[src/common/inqr_pkg.sv]
// Constants, field layouts and carrier types for the inquiry responder
package inqr_pkg;

	// ****************************************
	// Command descriptor block
	// ****************************************
	localparam int CDB_LEN = 6;
	localparam logic [7:0] OPC_INQUIRY = 8'h12;
	localparam int EVPD_BIT = 0;
	localparam int LUN_MSB = 7;
	localparam int LUN_LSB = 5;

	// ****************************************
	// Returned data layout
	// ****************************************
	localparam logic [7:0] STD_LEN = 8'h24; // 36 mandatory bytes
	localparam logic [7:0] ADD_LEN = 8'(STD_LEN - 8'h05); // Bytes after byte 4, so 31
	localparam logic [7:0] VPD_LEN = 8'h05; // Supported pages list only
	localparam logic [7:0] ID_FIRST = 8'h08;
	localparam int ID_BYTES = 28; // Vendor 8..15, product 16..31, revision 32..35
	localparam logic [7:0] NO_LUN_BYTE = 8'h7F;
	localparam logic [7:0] ASCII_SPACE = 8'h20;
	localparam logic [2:0] ANSI_VERSION = 3'h2;
	localparam logic [3:0] RESP_FORMAT = 4'h2;
	localparam logic [3:0] SENSE_ILLEGAL = 4'h5;
	localparam logic [7:0] ASC_BAD_CDB = 8'h24;

	// ****************************************
	// Register map, byte addresses
	// ****************************************
	localparam logic [7:0] OFS_CTRL = 8'h00;
	localparam logic [7:0] OFS_DEVID = 8'h04;
	localparam logic [7:0] OFS_CAPS = 8'h08;
	localparam logic [7:0] OFS_LUNS = 8'h0C;
	localparam logic [7:0] OFS_STAT = 8'h10;
	localparam logic [7:0] OFS_MASK = 8'h14;
	localparam logic [7:0] OFS_SENSE = 8'h18;
	localparam logic [7:0] OFS_ID = 8'h20; // 28 words, one id byte each
	localparam int CTRL_VPD = 0;
	localparam int CTRL_RMB = 1;
	localparam int CTRL_IDOK = 2;
	localparam logic [2:0] RST_CTRL = 3'h0;
	localparam logic [7:0] RST_DEVID = 8'h00;
	localparam logic [7:0] RST_CAPS = 8'h00;
	localparam logic [7:0] RST_LUNS = 8'h01;
	localparam int IRQ_DONE = 0;
	localparam int IRQ_CHECK = 1;
	localparam int IRQ_BADOP = 2;

	// ****************************************
	// Carrier types
	// ****************************************
	typedef struct packed {
		logic valid;
		logic last;
		logic [7:0] data;
	} inqr_byte_s;

	typedef struct packed {
		logic [7:0] asc;
		logic [3:0] key;
	} inqr_sense_s;

	typedef enum logic [1:0] {ST_IDLE, ST_DECODE, ST_SEND, ST_DONE} inqr_state_e;

endpackage

[src/hw/inqr_responder.sv]
// Inquiry command decoder and data responder with register port and interrupt
`timescale 1ns/1ps

// What this block does
// - Six CDB bytes: opcode 12h, LUN and EVPD in byte 1, page, length, control.
// - EVPD one returns vital product page 00h, the only page held, when the page code names it.
// - EVPD one without product data support ends CHECK, illegal request, bad CDB field.
// - EVPD zero returns the standard inquiry data block.
// - EVPD zero with nonzero page code ends CHECK, illegal request, bad CDB field.
// - CHECK status only when the requested data cannot be returned.
// - Pending unit attention neither blocks the command nor gets cleared.
// - Inquiry data is returned even while the peripheral is not ready.
// - Data served at once; unloaded identity fields read as ASCII spaces.
// - Returned data may change as software reloads its fields.
// - Standard block holds 36 mandatory bytes; reserved bytes go as zero.
// - Byte 0 holds qualifier in bits 7..5 and device type in 4..0.
// - Unsupported logical unit reports byte 0 as 7Fh.
// - Byte 3 response data format is two.
// - Byte 1 bit 7 is one for removable medium.
module inqr_responder (
	input wire logic sys_clk_in, // 20 MHz system clock
	input wire logic resetn_in, // Asynchronous reset, active low
	input wire logic cdb_valid_in, // CDB byte strobe
	input wire logic [7:0] cdb_byte_in, // CDB byte, byte 0 first
	input wire logic ua_pending_in, // Unit attention pending for initiator
	input wire logic unit_ready_in, // Peripheral ready for media commands
	input wire logic data_ready_in, // Receiver takes the data byte
	output logic busy_out, // Command in progress
	output inqr_pkg::inqr_byte_s data_out, // Data-in stream byte
	output logic done_out, // One-cycle completion pulse
	output logic check_out, // Completion ended with CHECK CONDITION
	output inqr_pkg::inqr_sense_s sense_out, // Sense of the last completion
	input wire logic [7:0] addr_in, // Register byte address
	input wire logic [31:0] wdata_in, // Register write data
	input wire logic wr_in, // Write strobe
	input wire logic rd_in, // Read strobe
	output logic [31:0] rdata_out, // Read data, cycle after strobe
	output logic irq_out // Level interrupt
);

	// ****************************************
	// Registers
	// ****************************************
	logic [2:0] ctrl_ff;
	logic [7:0] devid_ff;
	logic [7:0] caps_ff;
	logic [7:0] luns_ff;
	logic [2:0] stat_ff;
	logic [2:0] mask_ff;
	localparam int ID_BYTES = inqr_pkg::ID_BYTES;
	logic [7:0] id_mem [ID_BYTES];
	inqr_pkg::inqr_state_e state_ff;
	logic [7:0] cdb_ff [inqr_pkg::CDB_LEN];
	logic [2:0] cnt_ff;
	logic [7:0] idx_ff;
	logic [7:0] len_ff;
	logic evpd_ff;
	logic fail_ff;
	logic [7:0] cur_byte;
	logic [7:0] avail;
	logic [7:0] byte0;
	logic [2:0] ev_set;
	logic out_free;
	logic last_take;

	// Identity window decode, shared by the write and read paths
	function automatic logic id_hit(input logic [7:0] a);
		return a >= inqr_pkg::OFS_ID && a[1:0] == 2'b00 &&
			a < 8'(inqr_pkg::OFS_ID + 8'(4 * ID_BYTES));
	endfunction

	// One identity byte per word, so the slot is the word offset
	function automatic logic [4:0] id_slot(input logic [7:0] a);
		return 5'((a - inqr_pkg::OFS_ID) >> 2);
	endfunction

	// ****************************************
	// Command capture and decode
	// ****************************************

	// Collects six CDB bytes; bytes that come while busy are dropped
	always_ff @(posedge sys_clk_in or negedge resetn_in) begin
		if (!resetn_in) begin
			cnt_ff <= 3'h0;
			for (int i = 0; i < inqr_pkg::CDB_LEN; i++) begin
				cdb_ff[i] <= 8'h00;
			end
		end else if (state_ff == inqr_pkg::ST_IDLE && cdb_valid_in) begin
			cdb_ff[cnt_ff] <= cdb_byte_in;
			cnt_ff <= (cnt_ff == 3'(inqr_pkg::CDB_LEN - 1)) ? 3'h0 : cnt_ff + 3'h1;
		end
	end

	assign byte0 = luns_ff[cdb_ff[1][inqr_pkg::LUN_MSB:inqr_pkg::LUN_LSB]] ?
		devid_ff : inqr_pkg::NO_LUN_BYTE;
	assign avail = cdb_ff[1][inqr_pkg::EVPD_BIT] ? inqr_pkg::VPD_LEN : inqr_pkg::STD_LEN;
	assign out_free = !data_out.valid || data_ready_in;
	assign last_take = data_out.valid && data_out.last && data_ready_in;

	// Main sequence; unit attention and readiness are deliberately not consulted
	always_ff @(posedge sys_clk_in or negedge resetn_in) begin
		if (!resetn_in) begin
			state_ff <= inqr_pkg::ST_IDLE;
			len_ff <= 8'h00;
			evpd_ff <= 1'b0;
			fail_ff <= 1'b0;
		end else begin
			case (state_ff)
				inqr_pkg::ST_IDLE: begin
					if (cdb_valid_in && cnt_ff == 3'(inqr_pkg::CDB_LEN - 1)) begin
						state_ff <= inqr_pkg::ST_DECODE;
					end
				end
				inqr_pkg::ST_DECODE: begin
					evpd_ff <= cdb_ff[1][inqr_pkg::EVPD_BIT];
					// Only page 00h exists, so any other page cannot be returned
					fail_ff <= (cdb_ff[1][inqr_pkg::EVPD_BIT] &&
						(!ctrl_ff[inqr_pkg::CTRL_VPD] || cdb_ff[2] != 8'h00)) ||
						(!cdb_ff[1][inqr_pkg::EVPD_BIT] && cdb_ff[2] != 8'h00);
					len_ff <= (cdb_ff[4] < avail) ? cdb_ff[4] : avail;
					if (cdb_ff[0] != inqr_pkg::OPC_INQUIRY) begin
						state_ff <= inqr_pkg::ST_IDLE;
					end else begin
						state_ff <= inqr_pkg::ST_SEND;
					end
				end
				inqr_pkg::ST_SEND: begin
					if (fail_ff || len_ff == 8'h00 || last_take) begin
						state_ff <= inqr_pkg::ST_DONE;
					end
				end
				inqr_pkg::ST_DONE: begin
					state_ff <= inqr_pkg::ST_IDLE;
				end
				default: begin
					state_ff <= inqr_pkg::ST_IDLE;
				end
			endcase
		end
	end

	// ****************************************
	// Data byte generation
	// ****************************************

	// Byte at the current index; identity is read live, so reloads show at once
	always_comb begin
		cur_byte = 8'h00; // Reserved bytes send as zero
		if (evpd_ff) begin
			case (idx_ff)
				8'h00: cur_byte = byte0;
				8'h03: cur_byte = 8'h01; // One page listed, page 00h itself
				default: cur_byte = 8'h00;
			endcase
		end else begin
			case (idx_ff)
				8'h00: cur_byte = byte0;
				8'h01: cur_byte = {ctrl_ff[inqr_pkg::CTRL_RMB], 7'h00};
				8'h02: cur_byte = {5'h00, inqr_pkg::ANSI_VERSION};
				8'h03: cur_byte = {4'h0, inqr_pkg::RESP_FORMAT};
				8'h04: cur_byte = inqr_pkg::ADD_LEN;
				8'h07: cur_byte = {caps_ff[7:3], 1'b0, caps_ff[1:0]};
				default: begin
					if (idx_ff >= inqr_pkg::ID_FIRST && idx_ff < inqr_pkg::STD_LEN) begin
						// Spaces until software marks identity loaded
						cur_byte = ctrl_ff[inqr_pkg::CTRL_IDOK] ?
							id_mem[5'(idx_ff - inqr_pkg::ID_FIRST)] : inqr_pkg::ASCII_SPACE;
					end
				end
			endcase
		end
	end

	// Output stage advances when it is empty or the receiver takes a byte
	always_ff @(posedge sys_clk_in or negedge resetn_in) begin
		if (!resetn_in) begin
			data_out <= '0;
			idx_ff <= 8'h00;
		end else if (state_ff != inqr_pkg::ST_SEND || fail_ff) begin
			data_out <= '0;
			idx_ff <= 8'h00;
		end else if (out_free) begin
			if (idx_ff < len_ff) begin
				data_out.valid <= 1'b1;
				data_out.data <= cur_byte;
				data_out.last <= (idx_ff + 8'h01 == len_ff);
				idx_ff <= idx_ff + 8'h01;
			end else begin
				data_out <= '0;
			end
		end
	end

	// Completion status; sense kept until the next completion
	always_ff @(posedge sys_clk_in or negedge resetn_in) begin
		if (!resetn_in) begin
			done_out <= 1'b0;
			check_out <= 1'b0;
			sense_out <= '0;
			busy_out <= 1'b0;
		end else begin
			busy_out <= (state_ff == inqr_pkg::ST_DECODE) || (state_ff == inqr_pkg::ST_SEND);
			done_out <= (state_ff == inqr_pkg::ST_DONE);
			if (state_ff == inqr_pkg::ST_DONE) begin
				check_out <= fail_ff;
				sense_out.key <= fail_ff ? inqr_pkg::SENSE_ILLEGAL : 4'h0;
				sense_out.asc <= fail_ff ? inqr_pkg::ASC_BAD_CDB : 8'h00;
			end
		end
	end

	// ****************************************
	// Register port and interrupt
	// ****************************************
	assign ev_set[inqr_pkg::IRQ_DONE] = (state_ff == inqr_pkg::ST_DONE);
	assign ev_set[inqr_pkg::IRQ_CHECK] = (state_ff == inqr_pkg::ST_DONE) && fail_ff;
	assign ev_set[inqr_pkg::IRQ_BADOP] = (state_ff == inqr_pkg::ST_DECODE) &&
		(cdb_ff[0] != inqr_pkg::OPC_INQUIRY);

	// Configuration writes; identity bytes may be rewritten any time
	always_ff @(posedge sys_clk_in or negedge resetn_in) begin
		if (!resetn_in) begin
			ctrl_ff <= inqr_pkg::RST_CTRL;
			devid_ff <= inqr_pkg::RST_DEVID;
			caps_ff <= inqr_pkg::RST_CAPS;
			luns_ff <= inqr_pkg::RST_LUNS;
			mask_ff <= 3'h0;
			for (int i = 0; i < ID_BYTES; i++) begin
				id_mem[i] <= inqr_pkg::ASCII_SPACE;
			end
		end else if (wr_in) begin
			case (addr_in)
				inqr_pkg::OFS_CTRL: ctrl_ff <= wdata_in[2:0];
				inqr_pkg::OFS_DEVID: devid_ff <= wdata_in[7:0];
				inqr_pkg::OFS_CAPS: caps_ff <= wdata_in[7:0];
				inqr_pkg::OFS_LUNS: luns_ff <= wdata_in[7:0];
				inqr_pkg::OFS_MASK: mask_ff <= wdata_in[2:0];
				default: begin
					if (id_hit(addr_in)) begin
						id_mem[id_slot(addr_in)] <= wdata_in[7:0];
					end
				end
			endcase
		end
	end

	// Sticky events, write one to clear; a same-cycle event wins
	always_ff @(posedge sys_clk_in or negedge resetn_in) begin
		if (!resetn_in) begin
			stat_ff <= 3'h0;
			irq_out <= 1'b0;
		end else begin
			stat_ff <= (stat_ff & ~((wr_in && addr_in == inqr_pkg::OFS_STAT) ?
				wdata_in[2:0] : 3'h0)) | ev_set;
			irq_out <= |(stat_ff & mask_ff);
		end
	end

	// Read data; unmapped addresses return zero
	always_ff @(posedge sys_clk_in or negedge resetn_in) begin
		if (!resetn_in) begin
			rdata_out <= 32'h0000_0000;
		end else if (rd_in) begin
			case (addr_in)
				inqr_pkg::OFS_CTRL: rdata_out <= {29'h0, ctrl_ff};
				inqr_pkg::OFS_DEVID: rdata_out <= {24'h0, devid_ff};
				inqr_pkg::OFS_CAPS: rdata_out <= {24'h0, caps_ff};
				inqr_pkg::OFS_LUNS: rdata_out <= {24'h0, luns_ff};
				inqr_pkg::OFS_STAT: rdata_out <= {29'h0, stat_ff};
				inqr_pkg::OFS_MASK: rdata_out <= {29'h0, mask_ff};
				inqr_pkg::OFS_SENSE: rdata_out <= {20'h0, sense_out};
				default: begin
					if (id_hit(addr_in)) begin
						rdata_out <= {24'h0, id_mem[id_slot(addr_in)]};
					end else begin
						rdata_out <= 32'h0000_0000;
					end
				end
			endcase
		end
	end
endmodule

[config.mk]
export PLATFORM = sky130hd
export DESIGN_NAME = inqr_responder
export DESIGN_NICKNAME = d
export VERILOG_FILES = /design/src/common/inqr_pkg.sv /design/src/hw/inqr_responder.sv
export SDC_FILE = /design/constraint.sdc
export NUM_CORES = 1
export LEC_CHECK = 0
export BUFFER_PORTS_ARGS = -buffer_cell sky130_fd_sc_hd__buf_2
export CORE_ASPECT_RATIO = 0.6
export CORE_MARGIN = 2
export CORE_UTILIZATION = 62
export DETAILED_ROUTE_END_ITERATION = 7
export PLACE_DENSITY = 0.81
export REMOVE_ABC_BUFFERS = 1
export SKIP_CTS_REPAIR_TIMING = 1
export SYNTH_ARGS = -nofsm -noshare
export SYNTH_HDL_FRONTEND = slang
export SYNTH_SLANG_ARGS = --single-unit
[constraint.sdc]
create_clock -name sys_clk_in -period 3.6 [get_ports sys_clk_in]
set_clock_uncertainty 0.15 [all_clocks]
set_input_delay 0.18 -clock sys_clk_in [delete_from_list [all_inputs] [get_ports sys_clk_in]]
set_output_delay 0.18 -clock sys_clk_in [all_outputs]
set_load 0.03 [all_outputs]
* Word-level counts from Yosys, hierarchy flattened *
Cells that the tools add are included.
Widths: inputs -> output; s select.

storage, ports and cells
  bits in registers = 386
  latch bits = 0
  memory bits (writable) = 0
  ROM bits = 0
  output and inout bits = 58
  memories kept = 0

cells by class
  $add $sub $neg = 4
  multiply operators = 0
  divide/modulo/power cells = 0
  order comparisons = 12
  eq/ne operators = 20
  shift-type cells = 0
  multiplexer cells = 38
  bitwise operators = 8
  reduce and logical (&&, ||, !) cells = 43

operators by type and width
  cell                 count
  $bwmux 224           1
  $mux 8               15
  $pmux 12 s7          1
  $bmux 8 s5           2
  $bwmux 48            1
  $demux 8 s5          1
  $pmux 8 s5           1
  $mux 10              3
  $demux 8 s3          1
  $eq 8x3->1 const B   3
  $eq 8x5->1 const B   3
  $logic_not 8->1      3
  $eq 8x2->1 const B   2
  $eq 8x4->1 const B   2
  $pmux 8 s2           1
  $logic_and 1x1->1    14
  $reduce_and 2->1     7
  $ge 6x6->1 const B   2
  $mux 6               2
  $not 5->6            2
  $mux 3               3
  $add 8x1->8 const B  1
  $eq 8x1->1 const B   1
  $eq 8x8->1           1
  other kinds (37)     52

* Logic depth before layout (Yosys ltp) *
  word-level depth = 12
  gate-level depth with buffers = 13
  depth with buffers taken out = 9

* Worst setup path before layout *
No wires, ideal clock.

  path type = flip-flop to flip-flop
  start point = register idx_ff[0]
  end point = register data_out[0] (netlist bit)
  library setup time = 82 ps
  arrival time = 2544 ps
  required time = 3368 ps
  path slack = 824 ps
  stages on the path, launching flop included = 14
  period minus slack after synthesis = 2776 ps
  cell sequence = dfrtp_1 -> buf_6 -> buf_6 -> buf_4 -> inv_2 -> ha_1 -> nor2b_1 -> o21a_1 -> o21ai_0 -> a21oi_1 -> nor4_1 -> clkbuf_1 -> nand4_1 -> a31oi_1

between the ends
  word-level cells in the longest chain between the ends = 12
  elaborated cells between the ends (all ways) = 24

ends and longest elaborated chain
  what                                        line                   source
  from (decl)                                 inqr_responder.sv:55   logic [7:0] idx_ff;
  from (signal assigned)                      inqr_responder.sv:187  idx_ff <= idx_ff + 8'h01;
  $sub 5x4->5                                 inqr_responder.sv:167  id_mem[5'(idx_ff - inqr_pkg::ID_FIRST)] : inqr_pkg::ASCII_SPACE;
  $not 5->6 (not written as such)             inqr_responder.sv:167
  $bmux 8 s5                                  inqr_responder.sv:167
  $mux 8 (not written as such) (2 in series)  inqr_responder.sv:167
  $mux 8                                      inqr_responder.sv:166  cur_byte = ctrl_ff[inqr_pkg::CTRL_IDOK] ?
  $mux 8                                      inqr_responder.sv:164  if (idx_ff >= inqr_pkg::ID_FIRST && idx_ff < inqr_pkg::STD_LEN) begin
  $pmux 8 s5                                  inqr_responder.sv:156  case (idx_ff)
  $mux 8                                      inqr_responder.sv:149  if (evpd_ff) begin
  $mux 10 (*)                                 inqr_responder.sv:183  if (idx_ff < len_ff) begin
  $mux 10 (*)                                 inqr_responder.sv:182  end else if (out_free) begin
  $mux 10 (*)                                 inqr_responder.sv:179  end else if (state_ff != inqr_pkg::ST_SEND || fail_ff) begin
  to (decl)                                   inqr_responder.sv:29   output inqr_pkg::inqr_byte_s data_out,

Every way passes the cells marked *; elsewhere a longest branch is shown, timed or not. The select of a mux whose other input is x is not followed.
A chain may end at the register's enable or synchronous reset.

* Final worst setup path *
Same ends and word-level chain as after synthesis.

==> metrics.yaml <==
cap_violations: 0
rsz0062_at_grt: "no"
cts_buffers: 30
die_area_mm2: 0.03050
via_count: 11980
synth_seq_cells: 331
syn_area_mm2: 0.01802
slew_headroom: 0.3605
clock_sinks: 331
status: "finished, final reports clean"
place.gp.congestion: 0.9468
reg2reg_slack_ns: 0.56
worst-setup-path-type: "reg -> reg"
io_pins: 114
hold_path.class: "in -> async"
powerDensity_mw_per_mm2: 480.3
final_hold_viol_count: 0
start_util: 0.6291
ys_seq_area_frac: 0.4616
antenna_found_initial: 1
crit_path_max_fanout: 35
reg2regPathDepth: 9
antenna_cells: 0
fmaxAchievable_ghz: 0.3293
ant_nets: 0
h-tree-depth: 1
hold_ws_ns: 0.006176
finalSetupViolCount: 0
grt_max_degree: 95
grt-ovfl-total: 0
fin_crit_ns: 3.036
startpoint_type: "flop"
dr.pass1.iters: 5
synth_cells: 1341
placed_cell_area_mm2: 0.01845
ys_types: 67
wl_per_cell_um: 26.97
syn2layout_area_growth_pct: 9.288
clk_pin_slew_ns: 0.07
vdd_drop_max_v: 0.0003783
grt_pass1_vias: 11810
tightest_slew_ns: 0.9593
final_util: 0.6876
crit_arrival_ns: 3.31
cts_tree: "yes"
synth_edf_count: 0
io_buffers: 56
die_h_um: 136.1
cts_buffer_depth: 3
ys_warn_count: 0
nNetsFinal: 1455
drive_gt1_frac: 0.4390
end_kind: "flop"
wirelength_mm: 47.89
synthArstFlopShare: 1.000
final_area_mm2: 0.01970
vias_per_cell: 6.743
finalPower_w: 0.009460
drt-initial-drc-count: 1402
crit_required_ns: 3.88
min_period_over_period: 0.8434
insertion_delay_ns: 0.58
drcViolationCount: 0
avgSynthCellArea_um2: 13.44
report.final.slew_viol_count: 0
grt_pass1_wl_mm: 72.72
p_leak_nw: 8.723
die_width_um: 224.1
core_area_mm2: 0.02865
root_buffer: "clkbuf_16"
track_usage: 0.3199
fin_setup_tns_ns: 0
rows: 48
dp_hpwl_mm: 31.92
ys.flop_type: "dfrtp_1"
==> placed cells by master, fill, tap and decap left out, types with 17 or more instances in the layout <==
cell | synthesis | routed
dfrtp_1 | 302 | 299
mux2_2 | 292 | 292
mux4_2 | 121 | 121
nand2_1 | 91 | 91
nor2_1 | 53 | 53
buf_2 | 19 | 53
o21ai_0 | 38 | 38
a21oi_1 | 37 | 37
conb_1 | 1 | 31
clkbuf_16 | 0 | 31
dfstp_2 | 29 | 29
buf_4 | 44 | 24
ha_1 | 22 | 22
inv_1 | 17 | 17
nor2_2 | 17 | 17
==> stage by stage <==
step	setup slack (ns)	instances
2_1_floorplan	-0.8788	1248
4_1_cts	0.5970	1761
3_5_place_dp	0.6150	1705
5_1_grt	0.3155	1776
6_report	0.5636	1776
3_3_place_gp	0.6322	1705
==> state kept, by name (all words and copies together) (netlist names), 3 cells and up, named ones only <==
name,count
luns_ff,8
cdb_ff,28
idx_ff,8
len_ff,8
devid_ff,8
rdata_out,9
stat_ff,3
caps_ff,8
cnt_ff,3
mask_ff,3
ctrl_ff,3
data_out,10
id_mem,224
==> cells by family after synthesis <==
group                    share of synthesized area
other                                    0.0002081
buffers and inverters                      0.04318
AO/OA/AOI/OAI                              0.04783
flip-flops                                  0.4616
AND/OR/NAND/NOR                            0.07206
adder cells (fa/ha/maj)                    0.01527
multiplexers                                0.3521
XOR/XNOR                                  0.007775
==> layer usage <==
layer,track usage,up-vias,routed length (um)
met2,0.4551,612,20910
met5,0,-,4
li1,-,5022,-
met3,0.1044,88,5416
met4,0.08259,2,1243
met1,0.4772,6251,20320
==> final cells by class <==
type / count / area, um2
clock buffers: 45 / 888.4
clock inverters: 11 / 207.7
fillers: 1880 / 8950
inverters: 19 / 71.32
multi-input cells: 898 / 9045
flip-flops and latches: 331 / 8325
well taps: 375 / 469.2
repair buffers: 97 / 690.7
==> critical path, stage by stage (launching register included) <==
cell	delay (ns)
dfrtp_2	0.44
buf_12	0.28
buf_4	0.28
mux4_2	0.51
nand2_1	0.11
a21oi_1	0.07
a31oi_1	0.37
o21ai_0	0.32
nand4_1	0.20
a31oi_1	0.11
==> final timing paths <==
check	from	to
max reg2reg	idx_ff[0]	data_out[0]
max in group asynchronous	resetn_in	rdata_out[7]
min reg2reg	data_out[1]	data_out[1]
min	resetn_in	id_mem[155]
max	idx_ff[0]	data_out[0]
min in group sys_clk_in	wr_in	luns_ff[4]
==> synthesized netlist by cell type, drive strengths merged (3+ instances only) <==
| cell type | n | share of area |
|---|---|---|
| a21oi | 37 | 0.010 |
| a22o | 3 | 0.0015 |
| a22oi | 16 | 0.0067 |
| a31oi | 9 | 0.0031 |
| and2 | 6 | 0.0021 |
| and3 | 3 | 0.0010 |
| buf | 79 | 0.030 |
| clkbuf | 44 | 0.0094 |
| dfrtp | 302 | 0.42 |
| dfstp | 29 | 0.042 |
| ha | 22 | 0.015 |
| inv | 19 | 0.0040 |
| mux2 | 298 | 0.19 |
| mux2i | 16 | 0.0089 |
| mux4 | 125 | 0.16 |
| nand2 | 92 | 0.019 |
| nand2b | 8 | 0.0028 |
| nand3 | 10 | 0.0028 |
| nand3b | 4 | 0.0017 |
| nand4 | 4 | 0.0022 |
| nor2 | 83 | 0.025 |
| nor2b | 7 | 0.0024 |
| nor3 | 17 | 0.0053 |
| nor4 | 8 | 0.0028 |
| nor4b | 4 | 0.0019 |
| o211ai | 6 | 0.0025 |
| o21ai | 38 | 0.011 |
| o22ai | 4 | 0.0014 |
| xnor2 | 11 | 0.0053 |
| xor2 | 5 | 0.0024 |
==> report_power, final <==
part / switching (W) / internal, W / leakage (nW)
Sequential: 0.000328 / 0.00410 / 4.39
Combinational: 0.000808 / 0.000666 / 3.80
Clock: 0.00143 / 0.00213 / 0.535
Total: 0.00256 / 0.00690 / 8.72
(Power assumes the default switching activity.)
